<file path="config.mk">
export PLATFORM = sky130hd
export DESIGN_NAME = seg_status
export DESIGN_NICKNAME = d
export VERILOG_FILES = /design/src/hdl/seg_status_pkg.sv /design/src/hdl/seg_status.sv
export SDC_FILE = /design/constraint.sdc
export NUM_CORES = 1
export LEC_CHECK = 0
export BUFFER_PORTS_ARGS = -buffer_cell sky130_fd_sc_hd__buf_2
export CORE_MARGIN = 4
export CORE_UTILIZATION = 40
export CTS_BUF_LIST = sky130_fd_sc_hd__clkbuf_16
export DETAILED_ROUTE_END_ITERATION = 7
export SLEW_MARGIN = 0
export SYNTH_ARGS = -nofsm -noshare
export SYNTH_HDL_FRONTEND = slang
export SYNTH_SLANG_ARGS = --single-unit
</file>
<file path="constraint.sdc">
create_clock -name core_clk -period 17.18 [get_ports core_clk]
set_input_delay 1.718 -clock core_clk [delete_from_list [all_inputs] [get_ports core_clk]]
set_output_delay 1.718 -clock core_clk [all_outputs]
set_load 0.02 [all_outputs]
</file>
<file path="src/hdl/seg_status_pkg.sv">
package seg_status_pkg;
   // register word indices on the plain port
   localparam logic [3:0] OFS_SEG_CMD = 4'h0;
   localparam logic [3:0] OFS_SEG_STATE = 4'h1;
   localparam logic [3:0] OFS_CONFIG = 4'h2;
   localparam logic [3:0] OFS_LAMP_STATE = 4'h3;
   localparam logic [3:0] OFS_LAMP_ERR = 4'h4;
   localparam logic [3:0] OFS_MOD_ERR = 4'h5;
   localparam logic [3:0] OFS_SENSOR = 4'h6;
   localparam logic [3:0] OFS_SB_CMD = 4'h7;
   localparam logic [3:0] OFS_SB_STATUS = 4'h8;
   // config field positions
   localparam int CFG_POLICY_LSB = 0;
   localparam int CFG_COMBINE_BIT = 2;
   localparam int CFG_PRESENT_LSB = 3;
   localparam int CFG_PCT_LSB = 7;
   // feedback policies
   localparam logic [1:0] POL_TRUE = 2'h0;
   localparam logic [1:0] POL_PCT = 2'h1;
   localparam logic [1:0] POL_FIRST = 2'h2;
   // reset values: true feedback, separate errors, all four sensors, 50 percent
   localparam logic [15:0] CFG_RESET = 16'h1978;
   localparam logic [1:0] SEG_CMD_RESET = 2'h0;
   // stopbar command and status bits
   localparam int SBCMD_TOGGLE_BIT = 8;
   localparam int ST_IDLE_BIT = 8;
   localparam int ST_PRES_BIT = 9;
   localparam int ST_EXIT_BIT = 10;
   localparam int ST_INC_BIT = 11;
   // timing
   localparam longint CLK_HZ = 100000000;
   localparam longint TICK_S = 1;
   localparam int TICK_CYCLES = int'(CLK_HZ * TICK_S);
   localparam logic [4:0] WINDOW_S = 5'd30;
   localparam logic [4:0] FALLBACK_S = 5'd10;
   // presence detector states
   typedef enum logic [1:0] {
      DET_IDLE = 2'b00,
      DET_PRES = 2'b01,
      DET_EXIT = 2'b10
   } det_e;
endpackage : seg_status_pkg

</file>
<file path="src/hdl/seg_status.sv">
// The implementer's own choices: strobed register access and the register addresses.
`timescale 1ns/1ns
// How it works
// RULE_01: each segment command bit is host written and read back; 1 on, 0 off
// RULE_02: true feedback: state follows command once all healthy modules report it
// RULE_03: percentage policy: state follows once configured share of healthy modules agree
// RULE_04: first-module policy: state follows once any healthy module agrees
// RULE_05: circuit power off forces segment and lamp states of that circuit off
// RULE_06: sensor state 1 is detect; forced to no detect while power off
// RULE_07: sensor error 1 is failure; frozen while circuit power is off
// RULE_08: lamp and module errors reported separately unless combine is configured
// RULE_09: power loss clears lamp state except modules with error or lamp fault
// RULE_10: lamp error 1 is failure; held through circuit power loss
// RULE_11: module error 1 is failure; held through circuit power loss
// RULE_12: host switches lamps only through segment commands, never per module
// RULE_13: up to four sensors, any subset marked present in config
// RULE_14: stopbar sensor relights, clears first lead segment, feeds incursion; else timer one
// RULE_15: third and fourth sensors clear second and third lead; absent ones use timers
// RULE_16: detector has idle, exit and presence states; idle when nothing tracked
// RULE_17: stopbar detect in idle gives exit; presence detect returns idle, 30 s tolerance
// RULE_18: presence detect in idle gives presence; stopbar detect returns idle, 30 s tolerance
// RULE_19: stopbar detect ending presence with stopbar lit sets incursion for 30 s
// RULE_20: toggle-presence command forces presence set or cleared
// RULE_21: stopbar commands act on 0-to-1 transitions; host clears the word
// RULE_22: incursion in status bit 11, raised only while stopbar macro is on
// RULE_23: windows counted by one-second tick from core clock; reset gives idle
module seg_status #(
   parameter int TICK_CYCLES = seg_status_pkg::TICK_CYCLES
) (
   input wire logic core_clk,
   input wire logic rst_n,
   input wire logic [3:0] reg_addr,
   input wire logic [15:0] reg_wdata,
   input wire logic reg_wr,
   input wire logic reg_rd,
   output logic [15:0] reg_rdata,
   input wire logic [1:0] circ_pwr_off,
   input wire logic [15:0] mod_lamp_on,
   input wire logic [15:0] mod_lamp_fault,
   input wire logic [15:0] mod_fail,
   input wire logic [3:0] sensor_detect,
   input wire logic [3:0] sensor_fail,
   input wire logic stopbar_on,
   output logic [1:0] seg_cmd,
   output logic relight,
   output logic [2:0] lead_off,
   output logic incursion
);
   import seg_status_pkg::*;

   // =====================================================================
   // helpers
   function automatic logic [3:0] popcount8(input logic [7:0] v);
      logic [3:0] n;
      n = 4'h0;
      for (int i = 0; i < 8; i++)
         n = n + {3'h0, v[i]};
      return n;
   endfunction : popcount8

   // =====================================================================
   // register file
   logic [1:0] seg_cmd_q;
   logic [1:0] seg_state_q;
   logic [15:0] cfg_q;
   logic [15:0] lamp_state_q;
   logic [15:0] lamp_err_q;
   logic [15:0] mod_err_q;
   logic [3:0] sens_state_q;
   logic [3:0] sens_err_q;
   logic [15:0] sb_cmd_q;
   logic [15:0] sb_cmd_prev_q;
   logic [15:0] rdata_q;
   det_e det_q;
   det_e det_d;
   logic inc_q;

   wire wr_seg_cmd = reg_wr && reg_addr == OFS_SEG_CMD;
   wire wr_cfg = reg_wr && reg_addr == OFS_CONFIG;
   wire wr_sb_cmd = reg_wr && reg_addr == OFS_SB_CMD;
   wire [1:0] policy = cfg_q[CFG_POLICY_LSB +: 2];
   wire combine = cfg_q[CFG_COMBINE_BIT];
   wire [3:0] present = cfg_q[CFG_PRESENT_LSB +: 4]; // RULE_13
   wire [6:0] pct = cfg_q[CFG_PCT_LSB +: 7];
   // combined mode folds module failures into the lamp error word
   wire [15:0] lamp_err_rd = combine ? (lamp_err_q | mod_err_q) : lamp_err_q; // RULE_08
   wire [15:0] mod_err_rd = combine ? 16'h0000 : mod_err_q; // RULE_08
   wire [15:0] sb_status = {4'h0, inc_q, det_q == DET_EXIT, det_q == DET_PRES,
                            det_q == DET_IDLE, 8'h00};
   logic [15:0] rd_mux;
   always_comb
   begin
      case (reg_addr)
         OFS_SEG_CMD: rd_mux = {14'h0000, seg_cmd_q}; // RULE_01
         OFS_SEG_STATE: rd_mux = {14'h0000, seg_state_q};
         OFS_CONFIG: rd_mux = cfg_q;
         OFS_LAMP_STATE: rd_mux = lamp_state_q;
         OFS_LAMP_ERR: rd_mux = lamp_err_rd;
         OFS_MOD_ERR: rd_mux = mod_err_rd;
         OFS_SENSOR: rd_mux = {8'h00, sens_err_q, sens_state_q};
         OFS_SB_CMD: rd_mux = sb_cmd_q;
         OFS_SB_STATUS: rd_mux = sb_status; // RULE_22
         default: rd_mux = 16'h0000;
      endcase
   end

   // read data stand only in the cycle after the strobe
   always_ff @(posedge core_clk)
      rdata_q <= (rst_n && reg_rd) ? rd_mux : 16'h0000;

   always_ff @(posedge core_clk)
   begin
      if (!rst_n)
      begin
         seg_cmd_q <= SEG_CMD_RESET;
         cfg_q <= CFG_RESET;
         sb_cmd_q <= 16'h0000;
         sb_cmd_prev_q <= 16'h0000;
      end
      else
      begin
         if (wr_seg_cmd)
            seg_cmd_q <= reg_wdata[1:0]; // RULE_01
         if (wr_cfg)
            cfg_q <= reg_wdata;
         if (wr_sb_cmd)
            sb_cmd_q <= reg_wdata & 16'h0100; // unused bits read as zero
         sb_cmd_prev_q <= sb_cmd_q;
      end
   end

   // edge of the command bit, so a word left set is not reissued
   wire toggle_cmd = sb_cmd_q[SBCMD_TOGGLE_BIT] && !sb_cmd_prev_q[SBCMD_TOGGLE_BIT]; // RULE_21

   // =====================================================================
   // lamp, module and sensor status
   // module 8s..8s+7 belongs to segment s on circuit s; sensors sit on circuit 0
   wire [15:0] pwr_mask = {{8{circ_pwr_off[1]}}, {8{circ_pwr_off[0]}}};
   wire [15:0] faulty = lamp_err_q | mod_err_q;
   // held bits only refresh while their circuit is powered
   wire [15:0] lamp_err_d = (pwr_mask & lamp_err_q) | (~pwr_mask & mod_lamp_fault); // RULE_10
   wire [15:0] mod_err_d = (pwr_mask & mod_err_q) | (~pwr_mask & mod_fail); // RULE_11
   wire [15:0] lamp_state_d = (pwr_mask & faulty & lamp_state_q)
                              | (~pwr_mask & mod_lamp_on); // RULE_05 RULE_09
   wire [3:0] sens_state_d = circ_pwr_off[0] ? 4'h0 : sensor_detect; // RULE_06
   wire [3:0] sens_err_d = circ_pwr_off[0] ? sens_err_q : sensor_fail; // RULE_07

   always_ff @(posedge core_clk)
   begin
      if (!rst_n)
      begin
         lamp_state_q <= 16'h0000;
         lamp_err_q <= 16'h0000;
         mod_err_q <= 16'h0000;
         sens_state_q <= 4'h0;
         sens_err_q <= 4'h0;
      end
      else
      begin
         lamp_state_q <= lamp_state_d;
         lamp_err_q <= lamp_err_d;
         mod_err_q <= mod_err_d;
         sens_state_q <= sens_state_d;
         sens_err_q <= sens_err_d;
      end
   end

   // =====================================================================
   // segment state feedback
   logic [1:0] seg_hit;
   always_comb
   begin
      logic [7:0] good;
      logic [7:0] agree;
      logic [3:0] n_good;
      logic [3:0] n_agree;
      good = 8'h00;
      agree = 8'h00;
      n_good = 4'h0;
      n_agree = 4'h0;
      seg_hit = 2'b00;
      for (int s = 0; s < 2; s++)
      begin
         good = ~faulty[8*s +: 8];
         agree = good & ~(mod_lamp_on[8*s +: 8] ^ {8{seg_cmd_q[s]}});
         n_good = popcount8(good);
         n_agree = popcount8(agree);
         case (policy)
            POL_TRUE: seg_hit[s] = n_agree == n_good; // RULE_02
            POL_PCT: seg_hit[s] = 11'(n_agree * 7'd100) >= 11'(n_good * pct); // RULE_03
            POL_FIRST: seg_hit[s] = n_agree != 4'h0; // RULE_04
            default: seg_hit[s] = n_agree == n_good;
         endcase
      end
   end

   // power loss forces off, else the state takes the command once the policy is met
   wire [1:0] seg_state_d = ~circ_pwr_off
                            & ((seg_hit & seg_cmd_q) | (~seg_hit & seg_state_q)); // RULE_05
   always_ff @(posedge core_clk)
      seg_state_q <= rst_n ? seg_state_d : 2'b00;

   // =====================================================================
   // one-second tick
   // full-width counter; a short TICK_CYCLES speeds simulation
   logic [31:0] tick_cnt_q;
   logic tick_q;
   always_ff @(posedge core_clk)
   begin
      if (!rst_n || tick_cnt_q == 32'(TICK_CYCLES - 1))
         tick_cnt_q <= 32'h0000_0000;
      else
         tick_cnt_q <= tick_cnt_q + 32'h0000_0001;
   end
   always_ff @(posedge core_clk)
      tick_q <= rst_n && tick_cnt_q == 32'(TICK_CYCLES - 1); // RULE_23

   // =====================================================================
   // sensor edges and fallback timers
   logic [3:0] sens_prev_q;
   logic sb_on_prev_q;
   logic [4:0] fb_cnt_q [3];
   wire [3:0] sens_rise = sens_state_q & ~sens_prev_q;
   wire sb_falls = sb_on_prev_q && !stopbar_on;
   wire sb_rises = stopbar_on && !sb_on_prev_q;
   // a stage advances from its sensor if fitted, else from its own timer
   wire [2:0] fb_fire = {3{tick_q}}
                        & {fb_cnt_q[2] == 5'd1, fb_cnt_q[1] == 5'd1, fb_cnt_q[0] == 5'd1};
   wire [2:0] stage_ev = (present[3:1] & sens_rise[3:1])
                         | (~present[3:1] & fb_fire); // RULE_14 RULE_15
   wire pres_ev = present[0] && sens_rise[0];

   always_ff @(posedge core_clk)
   begin
      if (!rst_n)
      begin
         sens_prev_q <= 4'h0;
         sb_on_prev_q <= 1'b0;
         for (int k = 0; k < 3; k++)
            fb_cnt_q[k] <= 5'd0;
      end
      else
      begin
         sens_prev_q <= sens_state_q;
         sb_on_prev_q <= stopbar_on;
         // timer one starts at clearance, each later timer at the stage before it
         for (int k = 0; k < 3; k++)
         begin
            if ((k == 0) ? sb_falls : stage_ev[k == 0 ? 0 : k-1])
               fb_cnt_q[k] <= FALLBACK_S;
            else if (tick_q && fb_cnt_q[k] != 5'd0)
               fb_cnt_q[k] <= fb_cnt_q[k] - 5'd1;
         end
      end
   end

   // relight pulse and lead-on switch-off, cleared when the stopbar relights
   logic relight_q;
   logic [2:0] lead_off_q;
   always_ff @(posedge core_clk)
   begin
      if (!rst_n)
      begin
         relight_q <= 1'b0;
         lead_off_q <= 3'b000;
      end
      else
      begin
         relight_q <= stage_ev[0]; // RULE_14
         lead_off_q <= sb_rises ? stage_ev : (lead_off_q | stage_ev); // RULE_15
      end
   end

   // =====================================================================
   // presence detector
   logic [4:0] tol_cnt_q;
   logic tol_sb_q;
   logic [4:0] inc_cnt_q;
   wire sb_ev = stage_ev[0];
   wire tol_on = tol_cnt_q != 5'd0;
   wire inc_set = det_q == DET_PRES && !toggle_cmd && sb_ev && stopbar_on; // RULE_19 RULE_22
   always_comb
   begin
      det_d = det_q;
      case (det_q)
         DET_IDLE:
            if (toggle_cmd)
               det_d = DET_PRES; // RULE_20
            else if (pres_ev && !(tol_on && !tol_sb_q))
               det_d = DET_PRES; // RULE_18
            else if (sb_ev && !(tol_on && tol_sb_q))
               det_d = DET_EXIT; // RULE_17
         DET_PRES:
            if (toggle_cmd || sb_ev)
               det_d = DET_IDLE; // RULE_18 RULE_20
         DET_EXIT:
            if (toggle_cmd)
               det_d = DET_PRES; // RULE_20
            else if (pres_ev)
               det_d = DET_IDLE; // RULE_17
         default: det_d = DET_IDLE;
      endcase
   end

   always_ff @(posedge core_clk)
   begin
      if (!rst_n)
      begin
         det_q <= DET_IDLE; // RULE_16 RULE_23
         tol_cnt_q <= 5'd0;
         tol_sb_q <= 1'b0;
      end
      else
      begin
         det_q <= det_d;
         // the window masks repeat detections of the sensor that closed tracking
         if (det_q == DET_PRES && det_d == DET_IDLE && !toggle_cmd)
         begin
            tol_cnt_q <= WINDOW_S;
            tol_sb_q <= 1'b1;
         end
         else if (det_q == DET_EXIT && det_d == DET_IDLE)
         begin
            tol_cnt_q <= WINDOW_S;
            tol_sb_q <= 1'b0;
         end
         else if (tick_q && tol_on)
            tol_cnt_q <= tol_cnt_q - 5'd1;
      end
   end

   // incursion stands for the full window, restarted by a new crossing
   always_ff @(posedge core_clk)
   begin
      if (!rst_n)
      begin
         inc_cnt_q <= 5'd0;
         inc_q <= 1'b0;
      end
      else if (inc_set)
      begin
         inc_cnt_q <= WINDOW_S; // RULE_19
         inc_q <= 1'b1;
      end
      else if (tick_q && inc_cnt_q != 5'd0)
      begin
         inc_cnt_q <= inc_cnt_q - 5'd1;
         inc_q <= inc_cnt_q != 5'd1;
      end
   end

   assign reg_rdata = rdata_q;
   assign seg_cmd = seg_cmd_q;
   assign relight = relight_q;
   assign lead_off = lead_off_q;
   assign incursion = inc_q;

   // =====================================================================
   // assertions
   wire agree_any0 = |(~faulty[7:0] & ~(mod_lamp_on[7:0] ^ {8{seg_cmd_q[0]}}));
endmodule : seg_status

</file>
==> results of run 1 <==
[cells by family after synthesis]
family	synth area share
compound gates	0.1065
xor+xnor	0.06960
fa+ha+maj	0.1832
buf+inv	0.04853
flops	0.3267
mux	0.04297
simple gates	0.2224
[worst max-delay path by stage]
| stage | depth (start not counted) | end | slack [ps] |
|---|---|---|---|
| 5_1_grt | 27 | seg_state_q[1]$_SDFF_PN0_ | 9450 |
| 3_5_place_dp | 22 | seg_state_q[0]$_SDFF_PN0_ | 9740 |
| 3_3_place_gp | 22 | seg_state_q[0]$_SDFF_PN0_ | 9860 |
| 2_1_floorplan | 21 | seg_state_q[0]$_SDFF_PN0_ | 10360 |
| 6_report | 28 | seg_state_q[0]$_SDFF_PN0_ | 9870 |
| 4_1_cts | 28 | seg_state_q[0]$_SDFF_PN0_ | 9910 |
[power groups by stage]
stage	Clock, mW	Combinational [mW]	Sequential [mW]
floorplan	0	0.672	0.417
global placement	0	0.835	0.422
detailed placement	0	0.852	0.422
CTS	0.376	0.860	0.413
global route	0.392	1.00	0.415
finish	0.368	0.846	0.414
[placed cells by master (no fill, tap or decap), types with 4 or more instances in the layout]
cell       instances
dfxtp_1          150
nor2_1           118
buf_2            105
nand2_1          102
ha_1              94
inv_1             84
a21oi_1           72
and2_1            53
xor2_1            45
mux2i_1           42
xnor2_1           39
fa_1              38
nand3_1           36
nand2b_1          34
nor2b_1           20
nor3_1            19
clkbuf_16         18
a22oi_1           17
a31oi_1           15
o21ai_0           15
edfxtp_1          15
and3_1            14
a21o_1            12
nand4_1           11
or2_2              9
o211ai_1           9
a222oi_1           6
nand3b_1           5
nor4_1             5
inv_6              5
and2b_1            4
a221oi_1           4
buf_4              4
[metal layers]
layer	wire, µm	up-vias
met5	7	-
met4	571	2
met3	1408	34
met2	12240	218
met1	12460	4006
li1	-	4198
[cell type report]
cell class	instances	share of cell area
timing repair buffer	109	0.04664
clock buffer	18	0.03782
tap	335	0.03519
sequential	165	0.2899
multi-input combinational	892	0.5545
inverter	84	0.02647
clock inverter	14	0.009455
[worst reg2reg max path: cells and delay by family (launching register included)]
family	cells	cell delay, ps
compound gates	6	1190
xor+xnor	2	800
fa+ha+maj	9	3360
buf+inv	5	340
flops	1	470
simple gates	6	1050
[per-stage QoR]
step	hold slack (ps)	worst slack, ps	cells	power (mW)
CTS	456.8	9906	1617	1.649
global route	475.3	9449	1617	1.812
global placement	422.8	9859	1585	1.257
finish	449.0	9871	1617	1.627
floorplan	413.2	10360	1186	1.089
detailed placement	438.5	9744	1585	1.274
==> metrics, run 1 <==
Synth Flop Type dfxtp_1; Post-CTS Setup Bufs 0; top cells by area, synth dfxtp_1, ha_1, fa_1; design area 0.01191 mm²; EDFF count, synth 15; Tightest Hold Check Type reg2reg; multi-input logic area 0.006604 mm²; area leader, netlist dfxtp_1; Die H 170.6 µm; vias in the first global route 8541; cell count after synthesis 1186; DR vias 8458; Worst IR Drop VDD 0.08162 mV; CTS H-Tree Depth 4; FF-to-FF setup slack 9870 ps; GR Util met2 0.3024; Util after Layout 0.4571; Power Density 136.6 mW/mm²; initial drt markers 437; Slew Limit Headroom 0.4685; leakage power 5.371 nW; mapped cell area 0.01057 mm²; clock sinks 165; crit start category flop; Setup TNS 0 ps; core footprint 0.02606 mm²; Worst Skew 11.09 ps; Hold Startpoint tick_cnt_q[0]$_SDFF_PP0_; n_diodes 0; Seq pwr share 0.254; Synth top area share 0.2841; first-pass GRT wire length 43.68 mm; clock-pin slew on the worst setup and hold paths 70 ps; busiest layer in global routing met2; Vias/cell 5.231; Comb pwr share 0.520; Die ar. 0.02909 mm²; first-pass detailed-route iteration total 6; CTS tree done; Syn Area/Cell 8.912 µm²; crit path time final 7309 ps; gr ovfl total 0; Final Wtd Congestion 0.8189; flops & latches, synth 165; post-DP HPWL 20.45 mm; Worst path slowest cell xnor2_1; Nets 1484; clock buffer depth 2; Slew @ Worst Pin 791.6 ps; hold path endpoint tick_cnt_q[0]$_SDFF_PP0_; Mapped Nets 1401; worst path bufs/invs 5; Detail Route Antenna Nets 0; Site Rows 59; synth cell count leaders dfxtp_1, nor2_1, nand2_1; synth warn 0; switching share of total power 0.4044; Clk network pwr share 0.226; Initial Utilization 0.4056; Netlist cell types 68; Net Switching 0.6582 mW; reg2reg end seg_state_q[0]$_SDFF_PN0_; Largest delay share family, worst path adder cells; CTS hold repair buffers 0; Clock Latency Late Sink 430 ps; Max Cap Violations 0; Max stage delay on crit path 660 ps; GRT Overall Usage 0.1880; P_int 0.9692 mW; IO Count 106; clk root buf clkbuf_16; antenna violations before repair 1; cts repair resizes 0; layout cells sized above 1 0.1310; register area 0.003453 mm²; kind of critical path reg2reg; area of placed instances 0.01135 mm²; Worst EP arrival 7620 ps; # DRC 0; layout overhead on the synthesized area 12.68%; Fill cells 2573; Hold Crit Depth 1; Port Buffers 105; highest clock rate 0.1368 GHz; count of final setup violators 0; CP Max Fanout 8; Required @ worst endpoint 17500 ps; most used cell, CP fa_1; crit path capture type flop; Seq/Total Area, Yosys 0.3267; status completed; met1 Track Usage GR 0.2568; DR WL/cell 16.50 µm; final wirelength 26.68 mm; ys async rst share 0; RSZ-0062 raised after global routing false; largest net degree at the start of global routing 56; CTS Buf Count 17; met3 GRT Util 0.03443; final period utilization 0.4254; Max Slew Vio Count 0; final hold vios 0; top-count cell post-synth dfxtp_1; Die X 170.6 µm; FF-to-FF path depth 28
No activity file was read; power rests on OpenSTA's default activity.
==> inputs of run 2 (changes only) <==
clock period = 6.88 ns   (was 17.18 ns; I/O delays follow)
==> metrics, run 2 (synthesis results as in run 1) <==
status completed; vias in the first global route 8109 (-5.1%); CTS Buf Count 17 (unchanged); final wirelength 26.76 mm (+0.30%); total power 4.199 mW (+160%); GRT Overall Usage 0.1821 (-0.005965); CTS H-Tree Depth 4 (unchanged); Slew @ Worst Pin 994.3 ps (+202.7 ps); Max Cap Violations 0 (unchanged); DR WL/cell 16.38 µm (-0.75%); FF-to-FF setup slack 260 ps (-9610 ps); Worst EP arrival 6950 ps (-670 ps); initial drt markers 565 (+29%); CTS tree done; final hold vios 0 (unchanged); Vias/cell 5.159 (-1.4%); clock sinks 165 (unchanged); Die H 170.6 µm (unchanged); count of final setup violators 0 (unchanged); clock buffer depth 2 (unchanged); clock-pin slew on the worst setup and hold paths 70 ps (about the same); worst hold slack 441.9 ps (-7.141 ps); Die ar. 0.02909 mm² (unchanged); FF-to-FF path depth 27 (-3.6%); crit start category flop; Detail Route Antenna Nets 0 (unchanged); CP Max Fanout 4 (-4); placed cell count 1599 (+0.88%); Net Switching 1.679 mW (+160%); Worst Skew 15.90 ps (+4.812 ps); Final Wtd Congestion 0.7882 (-3.7%); # DRC 0 (unchanged); gr ovfl total 0 (unchanged); crit path capture type flop; Setup crit end seg_state_q[0]$_SDFF_PN0_; Util after Layout 0.4654 (+0.008354); Max Slew Vio Count 0 (unchanged); Seq pwr share 0.245 (-0.009); layout overhead on the synthesized area 14.74%; post-place setup slack 66.97 ps (-9677 ps); reg2reg end seg_state_q[0]$_SDFF_PN0_; Die X 170.6 µm (unchanged); first-pass GRT wire length 42.18 mm (-3.4%); Fill cells 2547 (-1.0%); Initial Utilization 0.4056 (unchanged); P_int 2.520 mW (+160%); crit path time final 6623 ps (-685.7 ps); Clock Latency Late Sink 430 ps (about the same); busiest layer in global routing met2; Max stage delay on crit path 530 ps (-130 ps); layout cells sized above 1 0.1533 (+0.02227); register area 0.003457 mm² (+0.11%); Tightest Hold Check Type reg2reg; kind of critical path reg2reg; Required @ worst endpoint 7200 ps (-10300 ps); clk root buf clkbuf_16; Clk network pwr share 0.225 (about the same); Comb pwr share 0.530 (+0.010); commonest non-fill, non-tap cells in the layout dfxtp_1, nor2_1, buf_2; DR vias 8430 (-0.33%); Power Density 346.2 mW/mm² (+150%); final period utilization 0.9627 (+0.5373); Slew Limit Headroom 0.3372 (-0.1313); Port Buffers 105 (unchanged); Site Rows 59 (unchanged); GR Util met2 0.2980 (-0.004470); first-pass detailed-route iteration total 8 (+2); met3 GRT Util 0.02334 (-0.01109); final std cells w/o fill 1634 (+1.1%); highest clock rate 0.1510 GHz (+10%); Worst IR Drop VDD 0.1624 mV (+99%); most common cell after layout, fill and taps aside dfxtp_1; multi-input logic area 0.006674 mm² (+1.1%); post-DP HPWL 20.28 mm (-0.84%); largest net degree at the start of global routing 89 (+59%); Worst path slowest cell fa_1; antenna violations before repair 0 (-1); RSZ-0062 raised after global routing true; switching share of total power 0.3999 (-0.004544); core footprint 0.02606 mm² (unchanged); Nets 1500 (+1.1%); IO Count 106 (unchanged); fin worst setup slack 256.7 ps (-9614 ps); leakage power 5.481 nW (+2.0%); met1 Track Usage GR 0.2576 (+0.0007310)
[run 2: changes by cell type in the layout (fill, tap and decap cells not counted), moves of 3 or more]
cell / previous run / this run
buf_4: 4 / 20
dfxtp_1: 150 / 147
dfxtp_2: 0 / 3
ha_1: 94 / 91
[run 2: layout make-up]
| cell class | instances | area share |
|---|---|---|
| multi-input combinational | 892 | 0.5503 |
| sequential | 165 | 0.2851 |
| timing repair buffer | 125 | 0.05571 |
| clock buffer | 19 | 0.03920 |
| tap | 335 | 0.03456 |
| inverter | 84 | 0.02600 |
| clock inverter | 13 | 0.008976 |
| antenna | 1 | 0.0002063 |
[run 2: metrics by stage]
step | TNS, ps | cell area (µm²)
4_1_cts | 0 | 12040
3_3_place_gp | 0 | 11450
5_1_grt | -70.88 | 12130
2_1_floorplan | 0 | 10570
3_5_place_dp | 0 | 11450
6_report | 0 | 12130
[run 2: critical path: cells and delay by family, from the launching register on]
kind,cells,cell delay [ps]
flip-flops,1,330
AND/OR/NAND/NOR,5,820
AO/OA/AOI/OAI,5,1060
adder cells (fa/ha/maj),9,3580
XOR/XNOR,2,290
buffers and inverters,6,430
[run 2: worst min-delay path by stage]
stage                                         from                       end  slack [ps]  cells past startpoint
after global placement    tick_cnt_q[0]$_SDFF_PP0_  tick_cnt_q[0]$_SDFF_PP0_         420                      1
final                     tick_cnt_q[0]$_SDFF_PP0_  tick_cnt_q[0]$_SDFF_PP0_         440                      1
after floorplan           tick_cnt_q[0]$_SDFF_PP0_  tick_cnt_q[0]$_SDFF_PP0_         410                      1
after detailed placement  tick_cnt_q[0]$_SDFF_PP0_  tick_cnt_q[0]$_SDFF_PP0_         430                      1
after global routing      tick_cnt_q[0]$_SDFF_PP0_  tick_cnt_q[0]$_SDFF_PP0_         460                      1
after CTS                 tick_cnt_q[0]$_SDFF_PP0_  tick_cnt_q[0]$_SDFF_PP0_         450                      1
[run 2: repair_timing]
action	in CTS	in global routing
gates resized for setup	0	15
buffers inserted	0	2
hold buffers	0	0
endpoints found under the setup margin	0	2
[run 2: per-layer routing]
metal,wire (µm),part of all wire
met2,12500,0.47
met5,0,0
met4,310,0.012
met3,1231,0.046
met1,12720,0.48
[run 2: power by group through the flow]
stage | Combinational, mW | Sequential [mW] | Clock, mW
global placement | 2.12 | 1.05 | 0
global route | 2.59 | 1.03 | 0.999
floorplan | 1.68 | 1.04 | 0
CTS | 2.18 | 1.03 | 0.963
detailed placement | 2.16 | 1.05 | 0
finish | 2.23 | 1.03 | 0.947
==> inputs of run 3 (changes only) <==
CTS_BUF_LIST = not set   (was sky130_fd_sc_hd__clkbuf_16)
MAX_ROUTING_LAYER = met4   (was not set)
==> metrics, run 3 (synthesis results as in run 1) <==
crit path capture type flop; Util after Layout 0.4657 (about the same); Fill cells 2544 (-0.12%); first-pass GRT wire length 42.17 mm (about the same); Port Buffers 105 (unchanged); IO Count 106 (unchanged); crit path time final 6622 ps (-1.589 ps); Initial Utilization 0.4056 (unchanged); Power Density 347.0 mW/mm² (+0.21%); Worst IR Drop VDD 0.1621 mV (-0.15%); largest net degree at the start of global routing 89 (unchanged); Die ar. 0.02909 mm² (unchanged); vias in the first global route 8122 (+0.16%); layout overhead on the synthesized area 14.81% (about the same); Site Rows 59 (unchanged); Nets 1500 (unchanged); Max Cap Violations 0 (unchanged); Die H 170.6 µm (unchanged); Tightest Hold Check Type reg2reg; core footprint 0.02606 mm² (unchanged); CP Max Fanout 4 (unchanged); clock-pin slew on the worst setup and hold paths 70 ps (about the same); Hold Crit Depth 1 (unchanged); DR WL/cell 16.43 µm (+0.33%); CTS Buf Count 17 (unchanged); initial drt markers 594 (+5.1%); placed cell count 1599 (unchanged); leakage power 5.486 nW (+0.10%); Required @ worst endpoint 7210 ps (about the same); kind of critical path reg2reg; FF-to-FF path depth 27 (unchanged); Worst EP arrival 6950 ps (about the same); Slew Limit Headroom 0.3335 (-0.003634); reg2reg end seg_state_q[0]$_SDFF_PN0_; RSZ-0062 raised after global routing true; register area 0.003457 mm² (unchanged); most common cell after layout, fill and taps aside dfxtp_1; Max Slew Vio Count 0 (unchanged); CTS tree done; final wirelength 26.83 mm (+0.27%); Worst Skew 12.58 ps (-3.315 ps); hold path endpoint tick_cnt_q[0]$_SDFF_PP0_; antenna violations before repair 0 (unchanged); GRT Overall Usage 0.1878 (+0.005711); Hold Startpoint tick_cnt_q[0]$_SDFF_PP0_; post-DP HPWL 20.28 mm (unchanged); n_diodes 0 (-1); crit start category flop; gr ovfl total 0 (unchanged); Final Wtd Congestion 0.7992 (+1.4%); Detail Route Antenna Nets 0 (unchanged); count of final setup violators 0 (unchanged); layout cells sized above 1 0.1541 (+0.0007704); clock sinks 165 (unchanged); final std cells w/o fill 1633 (-0.061%); DR vias 8456 (+0.31%); final period utilization 0.9625 (about the same); clk root buf clkbuf_16; Die X 170.6 µm (unchanged); clock buffer depth 2 (unchanged); final hold vios 0 (unchanged); FF-to-FF setup slack 260 ps (about the same); highest clock rate 0.1510 GHz (about the same); CTS hold repair buffers 0 (unchanged); first-pass detailed-route iteration total 5 (-3); # DRC 0 (unchanged); Vias/cell 5.178 (+0.37%); Clock Latency Late Sink 430 ps (about the same); multi-input logic area 0.006674 mm² (unchanged); status completed; CTS H-Tree Depth 4 (unchanged); commonest non-fill, non-tap cells in the layout dfxtp_1, nor2_1, buf_2; Slew @ Worst Pin 999.7 ps (+5.451 ps)
run 3: worst max-delay path: stages, from the launching register on:
cell and delay (ps):
dfxtp_2 330, nor2_2 50, fa_1 530, inv_1 50, fa_1 490, fa_1 410, inv_1 70, ha_2 170
inv_1 50, fa_2 340, xnor2_2 160, buf_4 150, and2_1 160, fa_1 500, inv_1 60, fa_1 520
inv_1 50, ha_1 330, and2_1 150, a22o_1 210, o41a_1 320, xnor2_1 130, ha_1 290, nand3_1 80
or3_1 380, o211ai_1 220, a21oi_1 100, a41o_1 210
run 3: worst max path at each step:
stage | startpoint | end | slack [ps] | cells after the start
2_1_floorplan | flop | seg_state_q[0]$_SDFF_PN0_ | 300 | 28
3_3_place_gp | flop | seg_state_q[0]$_SDFF_PN0_ | 140 | 28
3_5_place_dp | flop | seg_state_q[0]$_SDFF_PN0_ | 70 | 28
4_1_cts | flop | seg_state_q[0]$_SDFF_PN0_ | 40 | 28
5_1_grt | flop | seg_state_q[0]$_SDFF_PN0_ | -70 | 28
6_report | flop | seg_state_q[0]$_SDFF_PN0_ | 260 | 27
run 3: layout make-up:
type                    count  share of cell area
clock inverters            12            0.008661
repair buffers            125             0.05568
flip-flops and latches    165              0.2849
multi-input cells         892              0.5500
clock buffers              20             0.04031
inverters                  84             0.02598
well taps                 335             0.03454
run 3: through the flow:
step / total power [mW] / hold slack (ps) / area [µm²] / worst slack [ps] / setup TNS (ps)
after floorplan: 2.720 / 413.2 / 10570 / 302.9 / 0
after global placement: 3.165 / 423.1 / 11450 / 141.0 / 0
after detailed placement: 3.207 / 433.3 / 11450 / 66.97 / 0
after CTS: 4.180 / 446.3 / 12050 / 36.63 / 0
after global routing: 4.633 / 456.3 / 12140 / -70.88 / -70.88
final: 4.210 / 442.0 / 12140 / 258.3 / 0
run 3: timing repair:
action,CTS,global route
setup buffers,0,2
resized for setup,0,15
endpoints found under the hold margin,0,0
setup endpoints to repair,0,2
run 3: per-layer routing:
metal  share of wire  GRT usage  vias up
li1                -          -     4229
met1            0.47     0.2590     3984
met2            0.47     0.2975      217
met3           0.045    0.02287       26
met4           0.013    0.04306        0
met5               0          -        -
run 3: power breakdown:
group / total, mW / switching [mW] / internal (mW)
combinational: 2.22 / 1.22 / 1.00
sequential: 1.03 / 0.0269 / 1.00
clock: 0.959 / 0.431 / 0.529
